`src/bitjump_pkg.sv`:
```
// Package: constants and carrier types of the bit-test jump decoder
package bitjump_pkg;

  // ****************************************************
  // Opcode match masks and values
  // ****************************************************
  localparam logic [23:0] M_JUMP_IF_BIT_ONE = 24'hFFC0A0;   // Memory jump forms
  localparam logic [23:0] V_J_EA = 24'h0A40A0;   // Indirect ea form
  localparam logic [23:0] V_J_AA = 24'h0A00A0;   // Absolute short
  localparam logic [23:0] V_J_PP = 24'h0A80A0;   // Upper I/O short
  localparam logic [23:0] V_J_QQ = 24'h0180A0;   // Lower I/O short
  localparam logic [23:0] M_JREG = 24'hFFC0E0;   // Register form mask
  localparam logic [23:0] V_JREG = 24'h0AC020;   // Register form
  localparam logic [23:0] M_CEA = 24'hFFC0FF;    // Call by ea mask
  localparam logic [23:0] V_CEA = 24'h0BC080;    // Call by ea
  localparam logic [23:0] M_CSH = 24'hFFF000;    // Short call mask
  localparam logic [23:0] V_CSH = 24'h0D0000;    // Short call

  // ****************************************************
  // Fields, limits and address bases
  // ****************************************************
  localparam logic [4:0] BIT_MAX = 5'h17;        // Highest bit number
  localparam logic [5:0] EA_ABS = 6'h30;         // Absolute ea mode
  localparam logic [23:0] IO_HI = 24'hFFFFC0;    // Upper I/O base
  localparam logic [23:0] IO_LO = 24'hFFFF80;    // Lower I/O base
  localparam int SPACE_BIT = 6;                  // X/Y select bit

  // ****************************************************
  // Register port map
  // ****************************************************
  localparam logic [1:0] REG_CTRL = 2'h0;        // Enable
  localparam logic [1:0] REG_STAT = 2'h1;        // Last result
  localparam logic [1:0] REG_TGT = 2'h2;         // Last new PC
  localparam int CTRL_EN = 0;                    // Enable bit

  // ****************************************************
  // Types
  // ****************************************************
  typedef enum logic [3:0] {
    S_IDLE = 4'h1, S_EXT = 4'h2, S_OPND = 4'h4, S_ADDR = 4'h8
  } fsm_t;
  typedef enum logic [2:0] {
    F_NONE = 3'h0, F_EA = 3'h1, F_AA = 3'h2, F_PP = 3'h3,
    F_QQ = 3'h4, F_REG = 3'h5, F_CEA = 3'h6, F_CSH = 3'h7
  } form_t;
  typedef struct packed {
    logic y_space;        // Y data space when set
    logic is_reg;         // Code names an on-chip register
    logic is_ea;          // Code is an indirect mode for the AGU
    logic [23:0] addr;    // Direct address for short forms
    logic [5:0] code;     // Mode/register or register code
  } opnd_req_t;
  typedef struct packed {
    logic [23:0] data;    // Tested word
    logic [1:0] sl;       // Standard values of flags 7 and 6
  } opnd_rsp_t;
  typedef struct packed {
    logic [23:0] ret;     // Upper stack half
    logic [23:0] status;  // Lower stack half
  } push_t;
  typedef struct packed {
    fsm_t st;
    form_t form;
    logic [23:0] op, pc, ext, pc_val, last_tgt, rdata;
    logic ctrl_en, taken, last_taken;
    logic pc_load, push_v, flags_we, ea_post, illegal;
    logic [7:0] flags;
    push_t push;
    opnd_req_t req;
  } core_t;
  localparam core_t CORE_RST = '{st: S_IDLE, form: F_NONE,
    ctrl_en: 1'b1, default: '0};

endpackage : bitjump_pkg

```
`src/bitjump_decode.sv`:
```
// Decode and execute of the bit-test jump and subroutine call
//
// Chosen here: the register addresses and the strobed register port.
`timescale 1ns/10ps
`default_nettype none
// How it works
// - Bit set loads extension word target
// - Five-bit field picks bit zero to 23
// - Bit clear advances PC, drops target
// - Address post-update happens either way
// - Indirect modes fetch the jump operand
// - Absolute short and I/O short operands
// - Upper I/O form maps FFFFC0-FFFFFF
// - Lower I/O form maps FFFF80-FFFFBF
// - One opcode bit picks X or Y
// - Register form tests any on-chip register
// - Jump updates flags 7,6 only
// - Call pushes return and status, jumps
// - Call takes alterable ea or extension
// - Short call zero-extends 12-bit target
// - Call leaves all flags unchanged
module bitjump_decode (
  // Clock and reset
  input wire logic clock,
  input wire logic rstn,
  // Instruction from fetch; pc is the word after the opcode
  input wire logic instr_valid,
  output logic instr_ready,
  input wire logic [23:0] instr_word,
  input wire logic [23:0] instr_pc,
  // Extension word fetch
  output logic ext_req,
  input wire logic ext_valid,
  input wire logic [23:0] ext_word,
  // Operand fetch for the jump
  output logic opnd_req,
  output bitjump_pkg::opnd_req_t opnd,
  input wire logic opnd_valid,
  input wire bitjump_pkg::opnd_rsp_t opnd_rsp,
  // Address generation
  output logic ea_req,
  output logic [5:0] ea_code,
  input wire logic ea_valid,
  input wire logic [23:0] ea_addr,
  output logic ea_post,
  // Program counter, stack and flags
  output logic pc_load,
  output logic [23:0] pc_val,
  output logic push,
  output bitjump_pkg::push_t push_data,
  input wire logic [23:0] status_word,
  output logic flags_we,
  output logic [7:0] flags_out,
  output logic illegal,
  // Register port
  input wire logic [1:0] reg_addr,
  input wire logic [23:0] reg_wdata,
  input wire logic reg_wr,
  input wire logic reg_rd,
  output logic [23:0] reg_rdata
);

  // ****************************************************
  // State
  // ****************************************************
  bitjump_pkg::core_t q;  // Registered state
  bitjump_pkg::core_t d;  // Next state

  // Opcode class match against a mask and value
  function automatic logic hit(input logic [23:0] op,
                               input logic [23:0] m,
                               input logic [23:0] v);
    hit = (op & m) == v;
  endfunction : hit

  // ****************************************************
  // Next-state logic
  // ****************************************************
  always_comb begin
    bitjump_pkg::form_t f;
    logic fin_jump, fin_call;
    logic [23:0] tgt, ret, sh;
    f = bitjump_pkg::F_NONE;
    fin_jump = 1'b0;
    fin_call = 1'b0;
    tgt = '0;
    ret = '0;
    sh = '0;
    d = q;
    // Pulses last one cycle
    d.pc_load = 1'b0;
    d.push_v = 1'b0;
    d.flags_we = 1'b0;
    d.ea_post = 1'b0;
    d.illegal = 1'b0;
    d.rdata = '0;
    // Register writes steer the enable
    if (reg_wr && reg_addr == bitjump_pkg::REG_CTRL) begin
      d.ctrl_en = reg_wdata[bitjump_pkg::CTRL_EN];
    end
    // Read data stand one cycle after the strobe
    if (reg_rd) begin
      case (reg_addr)
        bitjump_pkg::REG_CTRL: d.rdata = {23'h0, q.ctrl_en};
        bitjump_pkg::REG_STAT:
          d.rdata = {19'h0, q.form, q.last_taken,
                     q.st != bitjump_pkg::S_IDLE};
        bitjump_pkg::REG_TGT: d.rdata = q.last_tgt;
        default: d.rdata = '0;
      endcase
    end
    case (q.st)
      // Decode a new opcode
      bitjump_pkg::S_IDLE: begin
        if (instr_valid && q.ctrl_en) begin
          // Fixed prefixes pick the form
          if (hit(instr_word, bitjump_pkg::M_JUMP_IF_BIT_ONE, bitjump_pkg::V_J_EA))
            f = bitjump_pkg::F_EA;
          else if (hit(instr_word, bitjump_pkg::M_JUMP_IF_BIT_ONE,
                       bitjump_pkg::V_J_AA))
            f = bitjump_pkg::F_AA;
          else if (hit(instr_word, bitjump_pkg::M_JUMP_IF_BIT_ONE,
                       bitjump_pkg::V_J_PP))
            f = bitjump_pkg::F_PP;
          else if (hit(instr_word, bitjump_pkg::M_JUMP_IF_BIT_ONE,
                       bitjump_pkg::V_J_QQ))
            f = bitjump_pkg::F_QQ;
          else if (hit(instr_word, bitjump_pkg::M_JREG,
                       bitjump_pkg::V_JREG))
            f = bitjump_pkg::F_REG;
          else if (hit(instr_word, bitjump_pkg::M_CEA, bitjump_pkg::V_CEA))
            f = bitjump_pkg::F_CEA;
          else if (hit(instr_word, bitjump_pkg::M_CSH, bitjump_pkg::V_CSH))
            f = bitjump_pkg::F_CSH;
          d.op = instr_word;
          d.pc = instr_pc;
          d.form = f;
          // Operand description for the fetch side
          d.req.y_space = instr_word[bitjump_pkg::SPACE_BIT];
          d.req.code = instr_word[13:8];
          d.req.is_ea = f == bitjump_pkg::F_EA;
          d.req.is_reg = f == bitjump_pkg::F_REG;
          case (f)
            bitjump_pkg::F_AA:
              d.req.addr = {18'h0, instr_word[13:8]};
            bitjump_pkg::F_PP: begin
              d.req.addr = bitjump_pkg::IO_HI |
                           {18'h0, instr_word[13:8]};
            end
            bitjump_pkg::F_QQ: begin
              d.req.addr = bitjump_pkg::IO_LO |
                           {18'h0, instr_word[13:8]};
            end
            default: d.req.addr = '0;
          endcase
          if (f == bitjump_pkg::F_NONE ||
              (f < bitjump_pkg::F_CEA &&
               instr_word[4:0] > bitjump_pkg::BIT_MAX)) begin
            // Unknown opcode or bit number out of range
            d.illegal = 1'b1;
            d.form = bitjump_pkg::F_NONE;
          end else if (f == bitjump_pkg::F_CSH) begin
            // Short call: no extension word
            fin_call = 1'b1;
            tgt = {12'h0, instr_word[11:0]};
            ret = instr_pc;
          end else if (f == bitjump_pkg::F_CEA &&
                       instr_word[13:8] != bitjump_pkg::EA_ABS) begin
            d.st = bitjump_pkg::S_ADDR;
          end else begin
            d.st = bitjump_pkg::S_EXT;
          end
        end
      end
      // Extension word carries the absolute target
      bitjump_pkg::S_EXT: begin
        if (ext_valid) begin
          d.ext = ext_word;
          if (q.form == bitjump_pkg::F_CEA) begin
            fin_call = 1'b1;
            tgt = ext_word;
            ret = q.pc + 24'h1;
          end else begin
            d.st = bitjump_pkg::S_OPND;
          end
        end
      end
      // Tested word arrives
      bitjump_pkg::S_OPND: begin
        if (opnd_valid) fin_jump = 1'b1;
      end
      // Call target from address generation
      bitjump_pkg::S_ADDR: begin
        if (ea_valid) begin
          fin_call = 1'b1;
          tgt = ea_addr;
          ret = q.pc;
        end
      end
      default: d.st = bitjump_pkg::S_IDLE;
    endcase
    // Finish a jump
    if (fin_jump) begin
      sh = opnd_rsp.data >> q.op[4:0];
      d.taken = sh[0];
      d.pc_val = sh[0] ? q.ext : q.pc + 24'h1;
      d.flags_we = 1'b1;
      d.flags = {opnd_rsp.sl, status_word[5:0]};
      d.ea_post = q.form == bitjump_pkg::F_EA;
    end
    // Finish a call: push and jump in the same cycle, flags untouched
    if (fin_call) begin
      d.taken = 1'b1;
      d.push_v = 1'b1;
      d.push = '{ret: ret, status: status_word};
      d.pc_val = tgt;
    end
    if (fin_jump || fin_call) begin
      d.pc_load = 1'b1;
      d.last_taken = d.taken;
      d.last_tgt = d.pc_val;
      d.st = bitjump_pkg::S_IDLE;
    end
  end

  // ****************************************************
  // State register
  // ****************************************************
  always_ff @(posedge clock or negedge rstn) begin
    if (!rstn) q <= bitjump_pkg::CORE_RST;
    else q <= d;
  end

  // ****************************************************
  // Outputs
  // ****************************************************
  assign instr_ready = q.st == bitjump_pkg::S_IDLE && q.ctrl_en;
  assign ext_req = q.st == bitjump_pkg::S_EXT;
  assign opnd_req = q.st == bitjump_pkg::S_OPND;
  assign opnd = q.req;
  assign ea_req = q.st == bitjump_pkg::S_ADDR;
  assign ea_code = q.op[13:8];
  assign ea_post = q.ea_post;
  assign pc_load = q.pc_load;
  assign pc_val = q.pc_val;
  assign push = q.push_v;
  assign push_data = q.push;
  assign flags_we = q.flags_we;
  assign flags_out = q.flags;
  assign illegal = q.illegal;
  assign reg_rdata = q.rdata;

  logic is_jump;  // Last finished op was a jump
  assign is_jump = q.form != bitjump_pkg::F_CEA &&
                   q.form != bitjump_pkg::F_CSH;
endmodule : bitjump_decode
`default_nettype wire

```
`config.mk`:
```
export PLATFORM = sky130hd
export DESIGN_NAME = bitjump_decode
export DESIGN_NICKNAME = d
export VERILOG_FILES = /design/src/bitjump_pkg.sv /design/src/bitjump_decode.sv
export SDC_FILE = /design/constraint.sdc
export NUM_CORES = 1
export LEC_CHECK = 0
export BUFFER_PORTS_ARGS = -buffer_cell sky130_fd_sc_hd__buf_4
export CAP_MARGIN = 10
export CORE_ASPECT_RATIO = 0.7
export CORE_MARGIN = 2
export CORE_UTILIZATION = 25
export DETAILED_ROUTE_END_ITERATION = 10
export SLEW_MARGIN = 40
export SYNTH_ARGS = -nofsm -noshare
export SYNTH_HDL_FRONTEND = slang
export SYNTH_SLANG_ARGS = --single-unit
export TNS_END_PERCENT = 1
```
`constraint.sdc`:
```
create_clock -name clock -period 7.2 [get_ports clock]
set_clock_uncertainty 0.2 [all_clocks]
set_input_delay 1.44 -clock clock [delete_from_list [all_inputs] [get_ports clock]]
set_output_delay 1.44 -clock clock [all_outputs]
set_load 0.02 [all_outputs]
```
# Word-level counts from Yosys, hierarchy flattened
# Cells that the tools add are included.
[word_totals] input_bits=180 word_cells=126 memories=0 ff_bits=248 latch_bits=0 mem_bits_rw=0 output_inout_bits=152 mem_bits_ro=0
[classes] shift=1 addsub=1 bitwise_logic=0 n_eq_ne=30 n_div=0 muxes=55 mul=0 order_cmp=2 reduce_logical=13
[ops] operator="24-bit two-way mux" count=13
[ops] operator="24-bit case mux with 3 select lines" count=4
[ops] operator="55-bit two-way mux" count=1
[ops] operator="12-bit by 8-bit == test with 1-bit output, second input constant" count=4
[ops] operator="12-bit two-way mux" count=3
[ops] operator="3-bit two-way mux" count=10
[ops] operator="24-bit by 1-bit adder with 24-bit output, second input constant" count=1
[ops] operator="4-bit two-way mux" count=6
[ops] operator="24-bit by 5-bit >> shifter with 1-bit output" count=1
[ops] operator="18-bit by 14-bit == test with 1-bit output, second input constant" count=1
[ops] operator="3-bit == test, second input constant" count=5
[ops] operator="1-bit two-way mux" count=15
[ops] operator="13-bit by 9-bit == test with 1-bit output, second input constant" count=1
[ops] operator="12-bit by 5-bit == test with 1-bit output, second input constant" count=1
[ops] operator="4-bit case mux with 3 select lines" count=1
[ops] operator="3-bit inequality test, second input constant" count=3
[ops] operator="3-bit by 1-bit == test with 1-bit output, second input constant" count=2
[ops] operator="3-bit by 2-bit == test with 1-bit output, second input constant" count=2
[ops] operator="6-bit inequality test, second input constant" count=1
[ops] operator="6-bit AND reduction" count=1
[ops] operator="5-bit > comparator, second input constant" count=1
[ops] operator="1-bit logical AND" count=5
[ops] operator="4-bit by 1-bit == test with 1-bit output, second input constant" count=1
[ops] operator="4-bit by 2-bit == test with 1-bit output, second input constant" count=1
[ops] operator="other kinds (16)" count=18

# Logic depth before layout (Yosys ltp)
[depth] depth_word=19 depth_mapped=10

# Least setup slack after synthesis
# OpenSTA, ideal clock, no wires.
[synth_path] kind="input to register" start="in opnd_rsp[25] (netlist name)" end="reg q (netlist bit pc_val[14])" arrival_ns=2.981 path_buffers=1 path_stages=7 path_slack_ns=3.895 path_cell_list="mux4_2 -> mux2_2 -> nand3b_4 -> nand3_4 -> buf_4 -> mux2i_1 -> a211o_1"
[synth_rtl] element="start, declared" line="bitjump_decode.sv:39" text="input wire bitjump_pkg::opnd_rsp_t opnd_rsp,"
[synth_rtl] element="end signal, assigned" line="bitjump_decode.sv:230" text="if (!rstn) q <= bitjump_pkg::CORE_RST;"
[synth_rtl] element="end, declared" line="bitjump_decode.sv:66" text="bitjump_pkg::core_t q;"

# Worst setup path after layout
[layout_path] start="in instr_word[21]" end="reg q[136] (netlist name)"
[layout_between] elab_chain_cells=17 elab_cells_between_ends=27 cone_classes="order compare (1); eq/ne (8); mux (14); reduce/logical (4)"
[layout_lines] element="start, declared" line="bitjump_decode.sv:29" text="input wire logic [23:0] instr_word,"
[layout_lines] element="12-bit by 8-bit == test with 1-bit output" line="bitjump_decode.sv:73" text="hit = (op & m) == v;"
[layout_lines] element="3-bit two-way mux" line="bitjump_decode.sv:133" text="else if (hit(instr_word, bitjump_pkg::M_CSH, bitjump_pkg::V_CSH))"
[layout_lines] element="3-bit two-way mux" line="bitjump_decode.sv:131" text="else if (hit(instr_word, bitjump_pkg::M_CEA, bitjump_pkg::V_CEA))"
[layout_lines] element="3-bit two-way mux" line="bitjump_decode.sv:128" text="else if (hit(instr_word, bitjump_pkg::M_JREG,"
[layout_lines] element="3-bit two-way mux" line="bitjump_decode.sv:125" text="else if (hit(instr_word, bitjump_pkg::M_JUMP_IF_BIT_ONE,"
[layout_lines] element="3-bit two-way mux" line="bitjump_decode.sv:122" text="else if (hit(instr_word, bitjump_pkg::M_JUMP_IF_BIT_ONE,"
[layout_lines] element="3-bit two-way mux" line="bitjump_decode.sv:119" text="else if (hit(instr_word, bitjump_pkg::M_JUMP_IF_BIT_ONE,"
[layout_lines] element="3-bit two-way mux *" line="bitjump_decode.sv:117" text="if (hit(instr_word, bitjump_pkg::M_JUMP_IF_BIT_ONE, bitjump_pkg::V_J_EA))"
[layout_lines] element="3-bit two-way mux *" line="bitjump_decode.sv:115" text="if (instr_valid && q.ctrl_en) begin"
[layout_lines] element="3-bit two-way mux *" line="bitjump_decode.sv:112" text="case (q.st)"
[layout_lines] element="3-bit < comparator" line="bitjump_decode.sv:157" text="(f < bitjump_pkg::F_CEA &&"
[layout_lines] element="1-bit logical AND" line="bitjump_decode.sv:157"
[layout_lines] element="1-bit logical OR" line="bitjump_decode.sv:156" text="if (f == bitjump_pkg::F_NONE ||"
[layout_lines] element="1-bit two-way mux *" line="bitjump_decode.sv:156"
[layout_lines] element="1-bit two-way mux *" line="bitjump_decode.sv:115"
[layout_lines] element="1-bit case mux with 3 select lines *" line="bitjump_decode.sv:112"
[layout_lines] element="24-bit two-way mux / 1-bit logical OR (equally long branches)" line="bitjump_decode.sv:212, bitjump_decode.sv:218"
# Mark *: on every way between the ends. The rest lies on a longest branch, timed or not. The select of a mux whose other input is x is not followed.
# A chain may end at the register's enable or synchronous reset.

==> out/summary.txt <==
STATUS
-------------------------------------------------------------------------------------
Status                                                                   finished, final reports clean

FLOORPLAN
-------------------------------------------------------------------------------------
Top-Level Pins                                                                    332
Height of the die                                                              180 µm
Initial standard-cell utilization of the core                                   0.253
Die Outline Area                                                           46,000 µm²
Core Area                                                                  43,700 µm²
Placement Rows                                                                     64
Die width                                                                      256 µm

CLOCK NETWORK
-------------------------------------------------------------------------------------
Post-CTS setup repair buffer count                                                  0
Num Clock Sinks                                                                   212
Clock slew seen by the registers of the worst setup and hold paths            0.06 ns
Post-cts sizing count                                                               0
Longest Clk Path Bufs                                                               3
TritonCTS clock tree                                                             done
Root Buffer Master                                                       sky130_fd_sc_hd__clkbuf_16
Quantity of hold-fixing buffers added after cts                                     0
# H-tree levels                                                                     1
Number of buffers created by CTS                                                   25
Source-to-sink clock delay at the later pin of the worst-skew pair            0.55 ns

SETUP PATH
-------------------------------------------------------------------------------------
Crit path launch                                                         instr_word[21]
Kind of end point of the critical path                                      flip-flop
Worst reg2reg setup slack                                                     3.42 ns
Element type at the critical path start                                  primary input
Worst Setup EP                                                                 q[136]
Number of cells on the worst reg-to-reg path                                       10
Start of the worst register-to-register path                                   q[244]
Critical register-to-register path endpoint                                    q[136]
Critical path class                                                      primary input to flip-flop
Arrival time at the worst endpoint                                            4.51 ns
CP Max Fanout                                                                      62
Required time at the endpoint of the critical path                            7.43 ns

YOSYS
-------------------------------------------------------------------------------------
#FFs+latches synth                                                                212
Most frequently used flop master after synthesis                         sky130_fd_sc_hd__dfrtp_1
Cells after synthesis                                                           1,150
Number of flops mapped to enable cells by yosys                                     0
Async set-reset flop share out of synthesis                                      1.00
Average instance area after synthesis                                        9.64 µm²
Number of warnings reported in the yosys synthesis log                              0
Synth unique cells                                                                 72
Post-synthesis sequential area ratio                                            0.479
Nets in the synthesized netlist                                                 1,331
Post-Synthesis Cell Area                                                   11,100 µm²

GLOBAL ROUTE
-------------------------------------------------------------------------------------
Initial antenna violation count                                                     5
Number of global-route vias before repair                                       8,998
Total gr overflow                                                                   0
First-pass GRT wire length                                                  57,800 µm
Combined global-route utilization of all metal layers                           0.165
Largest net degree at the start of global routing                                  76

FINISH
-------------------------------------------------------------------------------------
Seq. cell area                                                               5310 µm²
Post-layout net count                                                           1,473
Most frequent standard cell in the layout excluding fill and tap cells   sky130_fd_sc_hd__buf_4
Area of the multi-input gates                                                4380 µm²
Share of post-route cells with drive strength above 1                           0.325
Fillcell total                                                                  4,593
Area growth from synthesis to layout                                            24.4%
Top library cells by usage in the layout, fill and taps aside            sky130_fd_sc_hd__buf_4 (317), sky130_fd_sc_hd__nand2_1 (250), sky130_fd_sc_hd__dfrtp_1 (210)

ROUTE
-------------------------------------------------------------------------------------
Router iterations before antenna repair                                             5
Remaining antenna violation count after routing                                     0
Number of vias per cell                                                          4.70
DRC violation count after routing                                                   0
Routed wire per std cell                                                      20.3 µm
DRT Wirelength                                                              38,800 µm
Via count                                                                       8,959
Detailed Route Iter0 Violations                                                   764

TIMING
-------------------------------------------------------------------------------------
F_max                                                                         233 MHz
Worst slew margin                                                               0.478
Share of the clock period used by the worst path after layout                   0.595
Setup TNS after final layout                                                     0 ns
Count of final max-slew check failures                                              0
Final critical delay including setup and external delays                      4.29 ns
Hold Worst Slack                                                             0.270 ns
Slack of the critical path                                                    2.91 ns
RSZ-0062 raised after global routing                                            false
Hold Fails Final Rpt                                                                0
Measured slew at the worst slew-check pin                                    0.782 ns
Final setup violation count                                                         0

HOLD PATH
-------------------------------------------------------------------------------------
Class of the most critical hold timing path                              flip-flop to flip-flop

POWER
-------------------------------------------------------------------------------------
Largest vdd supply drop                                                        144 µV
Leakage power total                                                           6.88 nW
Power density over the cells                                               241 nW/µm²

RUN
-------------------------------------------------------------------------------------
Max-capacitance violation count                                                     0

PLACED DESIGN
-------------------------------------------------------------------------------------
Gpl congestion                                                                  0.823
Number of I/O port buffers                                                        308
HPWL after detailed placement                                               28,300 µm
Worst slack, placed                                                           2.31 ns

-- power breakdown --
part / switching, mW / total, mW / internal (mW)
clock: 0.536 / 1.30 / 0.762
combinational: 0.348 / 0.614 / 0.266
sequential: 0.122 / 1.41 / 1.29
-- synth_stat cells (4+ instances only) --
| cell type | instances | area, µm² |
|---|---|---|
| sky130_fd_sc_hd__mux4_2 | 4 | 90.1 |
| sky130_fd_sc_hd__nand2_1 | 250 | 938 |
| sky130_fd_sc_hd__nor2_1 | 50 | 188 |
| sky130_fd_sc_hd__a211o_1 | 23 | 201 |
| sky130_fd_sc_hd__nor2b_1 | 9 | 56.3 |
| sky130_fd_sc_hd__and2_1 | 4 | 25.0 |
| sky130_fd_sc_hd__dfrtp_1 | 210 | 5260 |
| sky130_fd_sc_hd__nand4_1 | 7 | 43.8 |
| sky130_fd_sc_hd__a31oi_1 | 20 | 125 |
| sky130_fd_sc_hd__and4_1 | 10 | 87.6 |
| sky130_fd_sc_hd__and3_1 | 29 | 181 |
| sky130_fd_sc_hd__inv_1 | 12 | 45.0 |
| sky130_fd_sc_hd__a22oi_1 | 9 | 67.6 |
| sky130_fd_sc_hd__a21oi_1 | 29 | 145 |
| sky130_fd_sc_hd__buf_2 | 24 | 120 |
| sky130_fd_sc_hd__nor4_1 | 10 | 62.6 |
| sky130_fd_sc_hd__o211ai_1 | 11 | 82.6 |
| sky130_fd_sc_hd__mux2_2 | 28 | 315 |
| sky130_fd_sc_hd__nand3b_1 | 4 | 30.0 |
| sky130_fd_sc_hd__a211oi_1 | 5 | 37.5 |
| sky130_fd_sc_hd__a22o_1 | 26 | 228 |
| sky130_fd_sc_hd__xor2_1 | 6 | 52.6 |
| sky130_fd_sc_hd__a32oi_1 | 9 | 78.8 |
| sky130_fd_sc_hd__o21ai_0 | 41 | 205 |
| sky130_fd_sc_hd__buf_4 | 147 | 1100 |
| sky130_fd_sc_hd__clkbuf_1 | 33 | 124 |
| sky130_fd_sc_hd__xnor2_1 | 6 | 52.6 |
| sky130_fd_sc_hd__nor3_1 | 14 | 70.1 |
| sky130_fd_sc_hd__nand3_1 | 28 | 140 |
| sky130_fd_sc_hd__mux2i_1 | 25 | 250 |
-- layout make-up --
| type | count | area share |
|---|---|---|
| Multi-Input combinational cell | 716 | 0.318 |
| Clock buffer | 34 | 0.0515 |
| Antenna cell | 3 | 0.000545 |
| Timing Repair Buffer | 322 | 0.178 |
| Sequential cell | 212 | 0.385 |
| Tap cell | 594 | 0.0539 |
| Clock inverter | 11 | 0.00862 |
| Inverter | 15 | 0.00408 |
-- routing by layer --
| metal | share of wire | global-route usage |
|---|---|---|
| met5 | 0.00077 | 0 |
| met2 | 0.44 | 0.245 |
| met1 | 0.44 | 0.225 |
| met3 | 0.092 | 0.0543 |
| met4 | 0.030 | 0.0524 |
-- registers in the layout, indices dropped and copies added (netlist names), 6 cells and up --
register   cells
push_data     48
q             87
ea_code        6
pc_val        24
opnd          10
flags_out      8
reg_rdata     24
-- cell families (layout without fill, tap and decap cells) --
family	after synthesis	after routing	synth area share
other	0	3	0
DFF	212	212	0.479
xor gates and xnor gates	12	12	0.00949
muxes	58	58	0.0605
and+or+nand+nor	443	443	0.193
AOI/OAI and AO/OA	202	202	0.129
buffers and inverters	222	382	0.128
adders and majority gates	1	1	0.00113
-- worst max-delay path: stages --
cell                       delay [ns]
sky130_fd_sc_hd__buf_4           0.11
sky130_fd_sc_hd__nor4_2          0.47
sky130_fd_sc_hd__and3_1          0.24
sky130_fd_sc_hd__buf_4           0.30
sky130_fd_sc_hd__a211oi_4        0.10
sky130_fd_sc_hd__buf_4           0.29
sky130_fd_sc_hd__inv_2           0.09
sky130_fd_sc_hd__buf_4           0.55
sky130_fd_sc_hd__nor2_4          0.20
sky130_fd_sc_hd__buf_16          0.22
sky130_fd_sc_hd__buf_8           0.16
sky130_fd_sc_hd__a211o_1         0.30
-- stage by stage --
| step | util | power (mW) | instances | instance area, µm² |
|---|---|---|---|---|
| floorplan | - | 1.82 | 1150 | 11100 |
| global placement | 0.295 | 2.03 | 1857 | 12900 |
| detailed placement | 0.296 | 2.05 | 1859 | 12900 |
| CTS | 0.315 | 3.37 | 1904 | 13800 |
| global route | 0.315 | 3.49 | 1907 | 13800 |
| finish | 0.315 | 3.32 | 1907 | 13800 |
-- worst min-delay path by stage --
stage | from | to | slack (ns) | cells past startpoint
floorplan | opnd[12] | opnd[12] | 0.24 | 2
global placement | push_data[10] | push_data[10] | 0.25 | 2
detailed placement | opnd[12] | opnd[12] | 0.26 | 2
CTS | opnd[12] | opnd[12] | 0.27 | 2
global route | opnd[12] | opnd[12] | 0.29 | 2
finish | push_data[21] | push_data[21] | 0.27 | 2
No activity file was read; power rests on OpenSTA's default activity.
